[config.mk]
export PLATFORM = sky130hd
export DESIGN_NAME = uss_core
export DESIGN_NICKNAME = d
export VERILOG_FILES = /design/src/uss_pkg.sv /design/src/uss_osc_if.sv /design/src/uss_osc_ctrl.sv /design/src/uss_core.sv
export SDC_FILE = /design/constraint.sdc
export NUM_CORES = 1
export LEC_CHECK = 0
export BUFFER_PORTS_ARGS = -buffer_cell sky130_fd_sc_hd__buf_2
export CORE_ASPECT_RATIO = 1.1
export CORE_UTILIZATION = 33
export DETAILED_ROUTE_END_ITERATION = 8
export GPL_ROUTABILITY_DRIVEN = 0
export MAX_ROUTING_LAYER = met4
export PLACE_DENSITY = 0.57
export SLEW_MARGIN = 10
export SYNTH_ARGS = -nofsm -noshare
export SYNTH_HDL_FRONTEND = slang
export SYNTH_HIERARCHICAL = 1
export SYNTH_SLANG_ARGS = --single-unit
[constraint.sdc]
create_clock -name i_clk -period 1.75 [get_ports i_clk]
set_input_delay 0.175 -clock i_clk [delete_from_list [all_inputs] [get_ports i_clk]]
set_output_delay 0.175 -clock i_clk [all_outputs]
set_load 0.02 [all_outputs]
[src/uss_pkg.sv]
package uss_pkg;
  // Operating modes on the mode select inputs
  localparam logic [1:0] USS_OPMODE_NORMAL = 2'h0;
  localparam logic [1:0] USS_OPMODE_NOENC = 2'h2;
  // Line state codes, {dm, dp}
  localparam logic [1:0] USS_LS_SE0 = 2'h0;
  localparam logic [1:0] USS_LS_J = 2'h1;
  localparam logic [1:0] USS_LS_K = 2'h2;
  // Reset values
  localparam logic [1:0] USS_LS_RST = 2'h0;
  localparam logic USS_TERM_FS_RST = 1'h1;
  // Timing
  localparam int unsigned USS_CLK_MHZ = 125;
  localparam int unsigned USS_OSC_STAB_US = 5000;
  localparam int unsigned USS_OSC_STAB_CYC = USS_OSC_STAB_US * USS_CLK_MHZ;
  localparam int USS_STAB_W = 20;
  // Data pattern that forms the resume K
  localparam logic [7:0] USS_DATA_ZERO = 8'h00;
endpackage : uss_pkg

[src/uss_osc_if.sv]
`timescale 1ns/1ps
`default_nettype none
interface uss_osc_if;
  logic suspend_n;
  logic osc_en;
  logic clk_usable;
  modport core (output suspend_n, input osc_en, input clk_usable);
  modport osc (input suspend_n, output osc_en, output clk_usable);
endinterface : uss_osc_if
`default_nettype wire

[src/uss_osc_ctrl.sv]
`timescale 1ns/1ps
`default_nettype none
module uss_osc_ctrl
  import uss_pkg::*;
#(
  parameter int unsigned STAB_CYC = USS_OSC_STAB_CYC
) (
  input wire logic i_clk,
  input wire logic i_srst,
  uss_osc_if.osc osc
);
  localparam logic [USS_STAB_W-1:0] STAB_LAST =
    USS_STAB_W'(STAB_CYC - 1);

  logic [USS_STAB_W-1:0] stab_cnt;

  // ==========================================
  // Oscillator power follows suspend control
  always_ff @(posedge i_clk) begin
    if (i_srst) begin
      osc.osc_en <= 1'b0;
    end else begin
      osc.osc_en <= osc.suspend_n; // RL3 RL10
    end
  end

  // ==========================================
  // Stabilisation wait before the clock counts as usable
  // Any drop of power restarts the wait from zero
  always_ff @(posedge i_clk) begin
    if (i_srst || !osc.osc_en || !osc.suspend_n) begin
      stab_cnt <= '0;
      osc.clk_usable <= 1'b0;
    end else if (stab_cnt != STAB_LAST) begin
      stab_cnt <= stab_cnt + USS_STAB_W'(1);
    end else begin
      osc.clk_usable <= 1'b1; // RL3 RL10
    end
  end

  AST_OSC_OFF: assert property (@(posedge i_clk) disable iff (i_srst)
    !osc.suspend_n |=> !osc.clk_usable && !osc.osc_en) // RL3
    else $error("clock usable while suspended");

  AST_STAB_WAIT: assert property (@(posedge i_clk) disable iff (i_srst)
    $rose(osc.osc_en) |-> !osc.clk_usable [*8]) // RL10
    else $error("clock usable without stabilisation wait");
endmodule : uss_osc_ctrl
`default_nettype wire

[src/uss_core.sv]
`timescale 1ns/1ps
`default_nettype none
// Summary of operation
// RL1 - Link waits 5 ms of idle bus before remote wake-up resume.
// RL2 - Link drives resume within 10 ms of its internal wake event.
// RL3 - Suspend release powers the oscillator; clock usable after stabilising.
// RL4 - Resume K: no-encode mode, FS selected, TX valid, zero data, 1 ms.
// RL5 - Link releases the resume K between 1.0 ms and 15 ms.
// RL6 - Downstream port ends resume with SE0 20 ms after K began.
// RL7 - Prior HS device restores HS within 1.33 us after activity stops.
// RL8 - Prior FS device keeps termination and transceiver selects high.
// RL9 - Resume detection in FS; line state J, K, then short SE0.
// RL10 - Host resume K lasts 20 ms; suspend release powers the oscillator.
// RL11 - Link leaves suspend on the J to K change, not on SE0.
// RL12 - Link restores prior speed mode within 1.25 us of SE0.
// RL13 - FS terminations stay enabled while FS termination is selected.
// RL14 - Prior HS device switches terminations before the SE0 ends.
// RL15 - Link selects FS mode within 100 ms of bus power valid.
// RL16 - DP pull-up is enabled whenever FS termination is selected.
// RL17 - After attach link watches for SE0 reset after debounce.
// RL18 - Debounce before HS handshake exceeds 100 ms after attach.
// RL19 - Line state is unfiltered; the link checks state persistence. Here the core drops one-cycle glitches by stage agreement.
// RL20 - Link times 1 ms as 66000 clock output cycles.
// RL21 - Link records HS or FS mode at suspend entry.
// RL22 - Link counts no time while suspended; counters restart after.
module uss_core
  import uss_pkg::*;
#(
  parameter int unsigned OSC_STAB_CYC = USS_OSC_STAB_CYC
) (
  input wire logic i_clk,
  input wire logic i_srst,
  input wire logic i_suspend_n,
  input wire logic [1:0] i_opmode,
  input wire logic i_termselect,
  input wire logic i_xcvrselect,
  input wire logic i_txvalid,
  input wire logic [7:0] i_data,
  input wire logic i_dp,
  input wire logic i_dm,
  output logic [1:0] o_linestate,
  output logic o_osc_en,
  output logic o_clk_usable,
  output logic o_dp_pullup,
  output logic o_hs_term,
  output logic o_dp,
  output logic o_dp_oe,
  output logic o_dm,
  output logic o_dm_oe
);
  uss_osc_if oif ();

  logic [1:0] line_s1;
  logic [1:0] line_s2;
  logic [1:0] line_s3;
  logic next_drive_k;

  // ==========================================
  // Oscillator sequencing
  assign oif.suspend_n = i_suspend_n;

  uss_osc_ctrl #(
    .STAB_CYC(OSC_STAB_CYC)
  ) u_osc (
    .i_clk(i_clk),
    .i_srst(i_srst),
    .osc(oif)
  );

  always_ff @(posedge i_clk) begin
    if (i_srst) begin
      o_osc_en <= 1'b0;
      o_clk_usable <= 1'b0;
    end else begin
      o_osc_en <= oif.osc_en; // RL3
      // Gated again by suspend so no stale clock shows one cycle late
      o_clk_usable <= oif.clk_usable && i_suspend_n; // RL10
    end
  end

  // ==========================================
  // Line state: three-stage sync, change taken when stages 2 and 3 agree
  always_ff @(posedge i_clk) begin
    if (i_srst) begin
      line_s1 <= USS_LS_RST;
      line_s2 <= USS_LS_RST;
      line_s3 <= USS_LS_RST;
    end else begin
      line_s1 <= {i_dm, i_dp};
      line_s2 <= line_s1;
      line_s3 <= line_s2;
    end
  end

  // Stage 2/3 agreement drops one-cycle glitches; longer persistence is the link's job
  always_ff @(posedge i_clk) begin
    if (i_srst) begin
      o_linestate <= USS_LS_RST;
    end else if (line_s2 == line_s3) begin
      o_linestate <= line_s3;
    end
  end

  // ==========================================
  // Terminations and attach pull-up
  always_ff @(posedge i_clk) begin
    if (i_srst) begin
      o_dp_pullup <= USS_TERM_FS_RST;
      o_hs_term <= ~USS_TERM_FS_RST;
    end else begin
      o_dp_pullup <= i_termselect; // RL16 RL13
      o_hs_term <= ~i_termselect; // RL13
    end
  end

  AST_PULLUP_FS: assert property (@(posedge i_clk) disable iff (i_srst)
    i_termselect |=> o_dp_pullup && !o_hs_term) // RL16
    else $error("pull-up off while FS termination selected");

  AST_FS_TERM_HELD: assert property (@(posedge i_clk) disable iff (i_srst)
    i_termselect [*3] |=> o_dp_pullup && $stable(o_dp_pullup)) // RL13
    else $error("FS termination dropped while selected");

  AST_HS_TERM_OFF: assert property (@(posedge i_clk) disable iff (i_srst)
    !i_termselect |=> o_hs_term && !o_dp_pullup) // RL16
    else $error("pull-up left on while HS termination selected");

  AST_LS_HOLD: assert property (@(posedge i_clk) disable iff (i_srst)
    (line_s2 != line_s3) |=> $stable(o_linestate)) // RL9
    else $error("line state moved while sync stages disagree");

  AST_LS_FOLLOW: assert property (@(posedge i_clk) disable iff (i_srst)
    (line_s2 == line_s3) |=> (o_linestate == $past(line_s3))) // RL9
    else $error("line state did not follow settled pins");

  // ==========================================
  // Resume K driver: raw mode, FS path, zero data, powered clock
  // Suspend gates the drive at once; the usable flag lags one cycle
  always_comb begin
    next_drive_k = i_txvalid && (i_opmode == USS_OPMODE_NOENC) &&
      i_xcvrselect && i_termselect && (i_data == USS_DATA_ZERO) &&
      oif.clk_usable && i_suspend_n;
  end

  always_ff @(posedge i_clk) begin
    if (i_srst) begin
      o_dp <= 1'b0;
      o_dm <= 1'b0;
      o_dp_oe <= 1'b0;
      o_dm_oe <= 1'b0;
    end else begin
      o_dp <= 1'b0;
      o_dm <= next_drive_k;
      o_dp_oe <= next_drive_k;
      o_dm_oe <= next_drive_k;
    end
  end

  AST_K_ONLY_AWAKE: assert property (@(posedge i_clk) disable iff (i_srst)
    !i_suspend_n |=> ##1 !o_dm_oe && !o_clk_usable) // RL3
    else $error("line driven or clock usable in suspend");

  AST_SUSP_NO_DRIVE: assert property (@(posedge i_clk) disable iff (i_srst)
    !i_suspend_n |=> !o_dm_oe && !o_dp_oe) // RL3
    else $error("line driven in the cycle after suspend");

  AST_OSC_FOLLOW: assert property (@(posedge i_clk) disable iff (i_srst)
    i_suspend_n |-> ##2 o_osc_en) // RL3
    else $error("oscillator not powered after suspend release");

  AST_DRIVE_NEEDS_ZERO: assert property (@(posedge i_clk) disable iff (i_srst)
    (i_data != USS_DATA_ZERO) |=> !o_dm_oe && !o_dp_oe) // RL10
    else $error("line driven with nonzero data");

  // Both lines always enabled together; dp held low during the K
  AST_OE_PAIR: assert property (@(posedge i_clk) disable iff (i_srst)
    o_dp_oe |-> o_dm_oe && o_dm && !o_dp) // RL10
    else $error("K drive pattern broken");
endmodule : uss_core
`default_nettype wire

==> summary.md, run 1 <==
| Metric | Value |
|---|---|
| Starting Density | 0.343 |
| Via/cell ratio | between 5 and 6 |
| Nets | between 200 and 250 |
| Peak VDD IR | 0.453 mV |
| Initial antenna violation count | 0 |
| WP data arrival | approximately 1.9 ns |
| Area post-placement | roughly 1800 um^2 |
| Unrepaired setup endpoints after global routing | no |
| Post-synthesis sequential area ratio | 0.440 |
| Quantity of hold-fixing buffers added after cts | 0 |
| Final wirelength | between 3000 and 4000 um |
| Prevailing post-synth register cell | dfxtp_1 |
| Pleak | between 0.7 and 0.8 nW |
| Syn Inst Count | between 150 and 200 |
| Pins Over Slew Limit | 0 |
| Synth top cells by count | dfxtp_1, nor2_1, nand2_1, xor2_1 |
| Clk buf depth | 2 |
| Place WS | 0.0942 ns |
| Layout cells sized above 1 | 0.261 |
| Syn_nets | 185 |
| Mapped Area | ~1600 um^2 |
| Die area | about 5100 um^2 |
| Num rows | 26 |
| Top cell family by delay on the critical path | simple AND/OR/NAND/NOR gates |
| Crit end category | flop |
| Die Ht | approximately 75 um |
| Flops & latches, synth | 35 |
| First-pass GRT wire length | 5100 um |
| Worst Setup Start Kind | flop |
| TritonCTS buffer count | 5 |
| Largest net degree at the start of global routing | 15 |
| Status | completed |
| Die X-Extent | between 60 and 70 um |
| Min Tclk post-route | 1.66 ns |
| Vias in the first global route | 1,162 |
| Syn avg cell area | around 9.6 um^2 |
| Leading area contributor after synthesis | dfxtp_1 |
| CTS tree | built |
| Layout area overhead | 19.1% |
| Root buf cell | clkbuf_8 |
| Setup tns final | 0 ns |
| Worst setup margin | 0.0909 ns |
| Yosys cell types | 47 |
| H-tree levels | 2 |
| Worst-path clk slew | roughly 0.07 ns |
| Wire per inst | ~12 um |
| Port Buffer Count | 26 |
| Most frequent cell after synthesis | dfxtp_1 |
| HPWL after detailed placement | ~2300 um |
| Synth top area cells | dfxtp_1, xor2_1, nor2b_1, nor2_1, nand4_1 |
| Gr usage total | 0.139 |
| Clk sinks | 35 |
| WP buf/inv | 0 |
| IO Count | 28 |
| Via Count | 1,297 |
| CP max-delay cell | dfxtp_1 |
| DR pass1 iterations | 4 |
| Async S/R FF share, synth | 0 |
| Max cap viols | 0 |
| # DRC | 0 |
| Post-route ant nets | 0 |
| Clock Latency Late Sink | 0.29 ns |
| CP Data Required Time | 1.95 ns |
| Setup CP Type | reg2reg |
| Post-Route Utilization | 0.408 |
| Top-area cell type share of the netlist area | 0.440 |
| GR Overflow Total | 0 |
| Post-synth EDFFs | 0 |
| Worst path cell trace | and4_4 > nand4_4 > or4_1 > a211oi_1 |
| Initial DRC Count | 41 |
| Period utilisation layout | 0.948 |
| Critical Path Max Stage Delay | 0.46 ns |
| Clock Skews | ~0.0055 ns |
| CP max FO | 9 |
| Core Region | ~4700 um^2 |
| Yosys warns | 6 |
| Final Hold Viols | 0 |
| ANT cells | 0 |
| Achievable Freq | 0.603 GHz |
| Final Setup Violations | 0 |
| Post-route cell area | 1900 um^2 |
| Pwr per Cell Area | around 840 nW/um^2 |
| Hold crit path type | in2reg |
## repair_timing
action / 4_1_cts / 5_1_grt
buffers inserted: 0 / 0
resized for setup: 0 / 1
setup endpoints to repair: 0 / 1
endpoints found under the hold margin: 0 / 0
## placed cells by master, fill, tap and decap left out, types with 2 or more instances in the layout
cell type and count:
or2_0 2, nor4_2 2, nor2b_1 8, xor2_1 11, and3_2 2, and2_1 2, and3_1 2, nor3b_1 2
o21ai_0 2, nor4b_1 4, nor2_1 13, buf_2 26, and4_1 3, or4_1 4, clkbuf_8 5, o31ai_1 5
o211ai_1 2, nor4bb_1 2, nand2_1 11, nand3_1 8, nand4_1 7, dfxtp_1 35, nor3_1 3, a21oi_1 7
inv_1 2, buf_4 8
## where the power goes
group	switching, mW	total, mW	internal, mW
clock	0.303	0.727	0.424
sequential	0.00544	0.812	0.807
combinational	0.0275	0.0529	0.0254
## state kept, by name, indices dropped and copies added, names as in the netlist
signal                cells
u_osc/osc.clk_usable      1
o_dp_pullup               1
line_s2                   2
u_osc/stab_cnt           20
o_linestate               2
line_s3                   2
u_osc/osc.osc_en          1
o_clk_usable              1
o_dm_oe                   1
line_s1                   2
o_osc_en                  1
o_hs_term                 1
## worst paths after layout
path / startpoint / end / slack (ns) / cells past startpoint
hold / removal: i_data[4] / o_dm_oe$_SDFF_PP0_ / 0.04 / 2
hold reg to reg: line_s1[1]$_SDFF_PP0_ / line_s2[1]$_SDFF_PP0_ / 0.44 / 1
setup / recovery: u_osc/stab_cnt[2]$_SDFFE_PP0P_ / u_osc/stab_cnt[17]$_SDFFE_PP0P_ / 0.09 / 4
setup reg to reg: u_osc/stab_cnt[2]$_SDFFE_PP0P_ / u_osc/stab_cnt[17]$_SDFFE_PP0P_ / 0.09 / 4
## cell families after synthesis
logic type / share of synthesized area
AO/OA/AOI/OAI: 0.0879
multiplexers: 0.00628
flip-flops: 0.440
XOR/XNOR: 0.0659
other: 0.00235
adder cells (fa/ha/maj): 0.00785
AND/OR/NAND/NOR: 0.338
buffers and inverters: 0.0518
## final cells by class
cell class | count | area (um^2)
Fill cell | 484 | 2750
Multi-Input combinational cell | 120 | 817
Sequential cell | 35 | 701
Timing Repair Buffer | 34 | 190
Tap cell | 56 | 70.1
Clock buffer | 5 | 68.8
Clock inverter | 3 | 43.8
Inverter | 2 | 7.51
## worst reg2reg max path: stages (launching register included)
cell      delay, ns
dfxtp_1        0.46
and4_4         0.31
nand4_4        0.15
or4_1          0.43
a211oi_1       0.23
## metal layers
| layer | track usage | wire length [um] |
|---|---|---|
| met4 | 0.0417 | 25 |
| met1 | 0.169 | 1470 |
| met5 | - | 0 |
| met3 | 0.0379 | 196 |
| met2 | 0.222 | 1430 |
## per-stage QoR
| stage | instances | total power, mW | hold WS (ns) |
|---|---|---|---|
| after floorplan | 166 | 0.859 | 0.245 |
| after global placement | 247 | 0.884 | 0.347 |
| after detailed placement | 247 | 0.885 | 0.346 |
| after CTS | 255 | 1.61 | 0.0398 |
| after global routing | 255 | 1.66 | 0.0377 |
| final | 255 | 1.59 | 0.0443 |
Power figures use the tool's default switching activity.
==> run 2, diff against run 1 <==
--- a/config.mk
+++ b/config.mk
@@ -12,6 +12,8 @@
 export GPL_ROUTABILITY_DRIVEN = 0
 export MAX_ROUTING_LAYER = met4
 export PLACE_DENSITY = 0.57
+export RECOVER_POWER = 50
+export REMOVE_ABC_BUFFERS = 1
 export SLEW_MARGIN = 10
 export SYNTH_ARGS = -nofsm -noshare
 export SYNTH_HDL_FRONTEND = slang
==> run 2 against run 1 <==
  * Fmax grew 4.2%
  * Critical path depth stayed put
  * Design area fell by 0.46%
  * First-iteration DRC count grew 61%
  * Via count shrank 1.2%
  * Register-to-register slack improved by 0.07 ns
  * Utilization shrank 0.19 points
  * Die area did not move
  * Worst hold slack worse by 0.0035 ns
  * Sequential cell count did not move
  * Largest cell class unchanged
==> summary.md, run 2 (synthesis gave the netlist of run 1 again) <==
| Metric | Value |
|---|---|
| Crit end category | flop |
| Pleak | 0.719 nW (-3.4%) |
| Wire per inst | 11.9 um (-2.8%) |
| Worst-path clk slew | 0.08 ns (about the same) |
| Worst R2R Start | u_osc/stab_cnt[9]$_SDFFE_PP0P_ |
| CTS tree | built |
| Starting Density | 0.343 (unchanged) |
| Most frequent cells in the layout | dfxtp_1, buf_2, nor2_1 |
| Worst Setup Start Kind | flop |
| Layout area overhead | 18.5% |
| Die Ht | 74.9 um (unchanged) |
| Clk buf depth | 2 (unchanged) |
| Hold EP | o_dm_oe$_SDFF_PP0_ |
| Top reg by flops | u_osc/stab_cnt |
| ANT cells | 0 (unchanged) |
| Final Hold Viols | 0 (unchanged) |
| Switching power | 0.323 mW (-3.7%) |
| Critical hold path startpoint | i_data[4] |
| Worst slew pin tran | between 0.5 and 0.6 ns |
| Clk sinks | 35 (unchanged) |
| Register-to-Register Path Depth | 4 (unchanged) |
| First-pass GRT wire length | 5210 um (+2.2%) |
| Worst path cell trace | and3_2 > nand4_4 > or4_1 > a211oi_1 |
| Sequential power share | 0.515 (+0.005) |
| Clock share of power | 0.453 (-0.003) |
| HPWL after detailed placement | 2250 um (-2.2%) |
| Quantity of hold-fixing buffers added after cts | 0 (unchanged) |
| Initial antenna violation count | 0 (unchanged) |
| Commonest non-fill, non-tap cell in the layout | dfxtp_1 |
| Clock Skews | 0.00776 ns (+0.00222 ns) |
| Port Buffer Count | 26 (unchanged) |
| WP data arrival | 1.80 ns (-0.06 ns) |
| Post-CTS Setup Inserts | 0 (unchanged) |
| Hold Path Depth | 2 (unchanged) |
| Num rows | 26 (unchanged) |
| CP max FO | 9 (unchanged) |
| Worst flop-to-flop path endpoint | u_osc/stab_cnt[17]$_SDFFE_PP0P_ |
| Setup tns final | 0 ns (unchanged) |
| Final Setup Violations | 0 (unchanged) |
| PostCTS Resize Cnt | 0 (unchanged) |
| DR pass1 iterations | 4 (unchanged) |
| Die X-Extent | 68.3 um (unchanged) |
| Hold crit path type | in2reg |
| Peak VDD IR | 0.536 mV (+18%) |
| Root buf cell | clkbuf_8 |
| Combinational share of power | 0.032 (about the same) |
| Register-to-Register Setup Slack | 0.16 ns (+0.07 ns) |
| Via Count | 1,281 (-1.2%) |
| Clock Latency Late Sink | 0.28 ns (about the same) |
| # DRC | 0 (unchanged) |
| Achievable Freq | 0.628 GHz (+4.2%) |
| Pwr per Cell Area | 835 nW/um^2 (-0.38%) |
| DP Cell Count | 249 (+0.81%) |
| Critical Path Max Stage Delay | 0.44 ns (-0.02 ns) |
| CP Data Required Time | 1.95 ns (about the same) |
| Number of flip-flops under the largest register name | 20 (unchanged) |
| Max cap viols | 0 (unchanged) |
| IO Count | 28 (unchanged) |
| CP startpoint | u_osc/stab_cnt[9]$_SDFFE_PP0P_ |
| Max-slew headroom | 0.636 |
| Internal power | 1.26 mW (about the same) |
| Post-route ant nets | 0 (unchanged) |
| Final wirelength | 3060 um (-2.1%) |
| TritonCTS buffer count | 5 (unchanged) |
| GR Overflow Total | 0 (unchanged) |
| Core Region | 4650 um^2 (unchanged) |
| Layout cells sized above 1 | 0.214 (-0.0474) |
| Min Tclk post-route | 1.59 ns (-0.0666 ns) |
| Largest net degree at the start of global routing | 13 (-2) |
| Period utilisation layout | 0.910 (-0.0381) |
| Via/cell ratio | 4.98 (-2.0%) |
| Die area | 5110 um^2 (unchanged) |
| Status | completed |
| Fin cells | 257 (+0.78%) |
| Initial DRC Count | 66 (+61%) |
| Sw frac | 0.205 (-0.00617) |
| H-tree levels | 2 (unchanged) |
| Nets | 219 (+0.92%) |
| Setup CP Type | reg2reg |
| Unrepaired setup endpoints after global routing | no |
| Gr usage total | 0.140 (+0.000747) |
| CP max-delay cell | dfxtp_1 |
| Vias in the first global route | 1,224 (+5.3%) |
| Pins Over Slew Limit | 0 (unchanged) |
==> run 2: cell count changes in the layout (fill, tap and decap cells not counted) <==
cell / before / now
clkbuf_1: 0 / 9
buf_2: 26 / 17
nor4_1: 0 / 2
buf_4: 8 / 10
nor4_2: 2 / 0
==> run 2: power groups by stage <==
stage / logic (mW) / registers (mW) / clock network (mW)
after global placement: 0.0540 / 0.831 / 0
after floorplan: 0.0180 / 0.835 / 0
final: 0.0512 / 0.812 / 0.715
after CTS: 0.0543 / 0.812 / 0.736
after global routing: 0.0586 / 0.814 / 0.773
after detailed placement: 0.0540 / 0.831 / 0
==> run 2: how the worst max path moves through the flow <==
stage	depth (start not counted)	to
global route	5	u_osc/stab_cnt[3]$_SDFFE_PP0P_
finish	4	u_osc/stab_cnt[17]$_SDFFE_PP0P_
floorplan	5	u_osc/stab_cnt[16]$_SDFFE_PP0P_
CTS	5	u_osc/stab_cnt[16]$_SDFFE_PP0P_
global placement	5	u_osc/stab_cnt[16]$_SDFFE_PP0P_
detailed placement	5	u_osc/stab_cnt[16]$_SDFFE_PP0P_
==> run 2: layout make-up <==
| cell class | count | area [um^2] |
|---|---|---|
| Fill cell | 490 | 2760 |
| Multi-Input combinational cell | 120 | 805 |
| Sequential cell | 35 | 701 |
| Timing Repair Buffer | 36 | 194 |
| Tap cell | 56 | 70.1 |
| Clock buffer | 5 | 68.8 |
| Clock inverter | 3 | 43.8 |
| Inverter | 2 | 7.51 |
==> run 2: per-layer routing <==
metal	part of all wire	up-vias	track usage
li1	-	671	-
met1	0.50	575	0.164
met2	0.44	33	0.230
met3	0.060	2	0.0379
met4	0.0023	0	0.0417
met5	0	-	-
==> run 2: critical path, delay by kind of cell, from the launching register on <==
| kind | cells | cell delay, ns |
|---|---|---|
| flops | 1 | 0.44 |
| simple gates | 3 | 0.85 |
| compound gates | 1 | 0.22 |
==> run 2: per-stage QoR <==
| step | hold WS [ns] | setup WS, ns | power (mW) | instance area [um^2] | util |
|---|---|---|---|---|---|
| after floorplan | 0.244 | 0.176 | 0.853 | 1520 | - |
| after global placement | 0.348 | 0.233 | 0.885 | 1790 | 0.386 |
| after detailed placement | 0.348 | 0.180 | 0.885 | 1790 | 0.386 |
| after CTS | 0.0389 | 0.172 | 1.60 | 1910 | 0.410 |
| after global routing | 0.0287 | 0.0786 | 1.65 | 1890 | 0.406 |
| final | 0.0408 | 0.158 | 1.58 | 1890 | 0.406 |
==> run 3, diff against run 2 <==
--- a/config.mk
+++ b/config.mk
@@ -7,11 +7,12 @@
 export LEC_CHECK = 0
 export BUFFER_PORTS_ARGS = -buffer_cell sky130_fd_sc_hd__buf_2
 export CORE_ASPECT_RATIO = 1.1
-export CORE_UTILIZATION = 33
+export CORE_UTILIZATION = 25
 export DETAILED_ROUTE_END_ITERATION = 8
 export GPL_ROUTABILITY_DRIVEN = 0
+export HOLD_SLACK_MARGIN = 0.06
 export MAX_ROUTING_LAYER = met4
-export PLACE_DENSITY = 0.57
+export PLACE_DENSITY = 0.47
 export RECOVER_POWER = 50
 export REMOVE_ABC_BUFFERS = 1
 export SLEW_MARGIN = 10
==> run 3 against run 2 <==
  * First-iteration DRC count down 18%
  * Setup slack worse by 0.037 ns
  * Wire length rose by 9.2%
  * Design area rose by 2.0%
  * Sequential power about the same
  * Clock power is 21% lower
  * Utilization is 9.3 points lower
  * Die area up 31%
  * Worst hold slack improved by 0.058 ns
  * Largest power group unchanged
==> summary.md, run 3 (synthesis gave the netlist of run 1 again) <==
| Metric | Value |
|---|---|
| Max cap viols | 0 (unchanged) |
| HPWL after detailed placement | 2410 um (+7.0%) |
| Worst-path clk slew | 0.07 ns (about the same) |
| Final Hold Viols | 0 (unchanged) |
| Fin cells | 284 (+11%) |
| TritonCTS buffer count | 5 (unchanged) |
| Crit end category | flop |
| Clock Latency Late Sink | 0.28 ns (about the same) |
| Wire per inst | 11.8 um (-1.2%) |
| Hold crit path type | in2reg |
| Worst Setup Start Kind | flop |
| ANT cells | 0 (unchanged) |
| Vias in the first global route | 1,205 (-1.6%) |
| CTS tree | built |
| Pleak | 0.713 nW (-0.80%) |
| Setup tns final | 0 ns (unchanged) |
| Post-route ant nets | 0 (unchanged) |
| Pwr per Cell Area | 744 nW/um^2 (-11%) |
| Critical Path Max Stage Delay | 0.46 ns (+0.02 ns) |
| Clk buf depth | 2 (unchanged) |
| Max-slew headroom | 0.648 (+0.0118) |
| Gr usage total | 0.109 (-0.0309) |
| Commonest non-fill, non-tap cell in the layout | dfxtp_1 |
| Via Count | 1,309 (+2.2%) |
| H-tree levels | 2 (unchanged) |
| First-pass GRT wire length | 5580 um (+7.2%) |
| Top reg by flops | u_osc/stab_cnt |
| Via/cell ratio | 4.61 (-7.5%) |
| Period utilisation layout | 0.931 (+0.0210) |
| Unrepaired setup endpoints after global routing | no |
| Final Setup Violations | 0 (unchanged) |
| Num rows | 30 (+15%) |
| Design Power | 1.43 mW (-9.1%) |
| Most frequent cells in the layout | dfxtp_1, buf_2, nor2_1 |
| Peak VDD IR | 0.290 mV (-46%) |
| Core Region | 6160 um^2 (+32%) |
| Achievable Freq | 0.614 GHz (-2.3%) |
| Initial DRC Count | 54 (-18%) |
| WP data arrival | 1.83 ns (+0.03 ns) |
| Hold slack | 0.0988 ns (+0.0580 ns) |
| Largest net degree at the start of global routing | 13 (unchanged) |
| Min Tclk post-route | 1.63 ns (+0.0368 ns) |
| Port Buffer Count | 26 (unchanged) |
| Die area | 6700 um^2 (+31%) |
| Die X-Extent | 78.1 um (+14%) |
| Clk sinks | 35 (unchanged) |
| Initial antenna violation count | 0 (unchanged) |
| Setup CP Type | reg2reg |
| # DRC | 0 (unchanged) |
| GR Overflow Total | 0 (unchanged) |
| Post-CTS Setup Inserts | 0 (unchanged) |
| Worst slew pin tran | 0.521 ns (-0.0175 ns) |
| Pins Over Slew Limit | 0 (unchanged) |
| Die Ht | 85.7 um (+14%) |
| Final wirelength | 3340 um (+9.2%) |
| Quantity of hold-fixing buffers added after cts | 2 (+2) |
| CP max-delay cell | dfxtp_1 |
| IO Count | 28 (unchanged) |
| Post-Route Utilization | 0.313 (-0.0931) |
| PostCTS Resize Cnt | 0 (unchanged) |
| Status | completed |
| DP Cell Count | 273 (+9.6%) |
| Root buf cell | clkbuf_8 |
| Layout cells sized above 1 | 0.206 (-0.00805) |
| Clock Skews | 0.00488 ns (-0.00288 ns) |
| Number of fill cells in the layout | 671 (+37%) |
| Worst path cell trace | and3_2 > nand4_4 > or4_1 > a211oi_1 |
| CP max FO | 9 (unchanged) |
| Number of flip-flops under the largest register name | 20 (unchanged) |
| DR pass1 iterations | 4 (unchanged) |
| Starting Density | 0.259 (-0.0837) |
| Layout area overhead | 20.9% |
| Nets | 222 (+1.4%) |
| CP Data Required Time | 1.95 ns (about the same) |
## run 3: cell type report
| type | instances | area, um^2 | area share |
|---|---|---|---|
| multi-input combinational | 120 | 811 | 0.421 |
| clock inverter | 2 | 12.5 | 0.00649 |
| timing repair buffer | 39 | 223 | 0.116 |
| tap | 80 | 100 | 0.0519 |
| clock buffer | 6 | 72.6 | 0.0377 |
| sequential | 35 | 701 | 0.364 |
| inverter | 2 | 7.51 | 0.00390 |
## run 3: where the power goes
part / internal [mW] / switching [mW] / total (mW)
registers: 0.807 / 0.00585 / 0.813
logic: 0.0277 / 0.0278 / 0.0555
clock network: 0.278 / 0.288 / 0.566
## run 3: through the flow
step / setup WS (ns) / cell area (um^2)
global placement: 0.145 / 1820
global route: 0.0263 / 1930
floorplan: 0.176 / 1520
CTS: 0.125 / 1930
finish: 0.121 / 1930
detailed placement: 0.144 / 1820
## run 3: worst max-delay path: cells and delay by family, from the launching register on
family           cells  cell delay [ns]
flip-flops           1             0.46
AO/OA/AOI/OAI        1             0.22
AND/OR/NAND/NOR      3             0.86
## run 3: path summary, 6_finish.rpt
check                                      start                              end  slack, ns  depth (start not counted)
hold / removal                              i_dm            line_s1[1]$_SDFF_PP0_        0.1                          2
setup / recovery  u_osc/stab_cnt[7]$_SDFFE_PP0P_  u_osc/stab_cnt[17]$_SDFFE_PP0P_       0.12                          4
setup reg to reg  u_osc/stab_cnt[7]$_SDFFE_PP0P_  u_osc/stab_cnt[17]$_SDFFE_PP0P_       0.12                          4
hold reg to reg            line_s1[1]$_SDFF_PP0_            line_s2[1]$_SDFF_PP0_       0.45                          1
## run 3: routing by layer
layer | track usage | vias up | share of wire
met5 | - | - | 0
met4 | 0.0253 | 0 | 0.0054
met3 | 0.0330 | 4 | 0.054
met2 | 0.166 | 31 | 0.44
met1 | 0.141 | 596 | 0.50
li1 | - | 678 | -
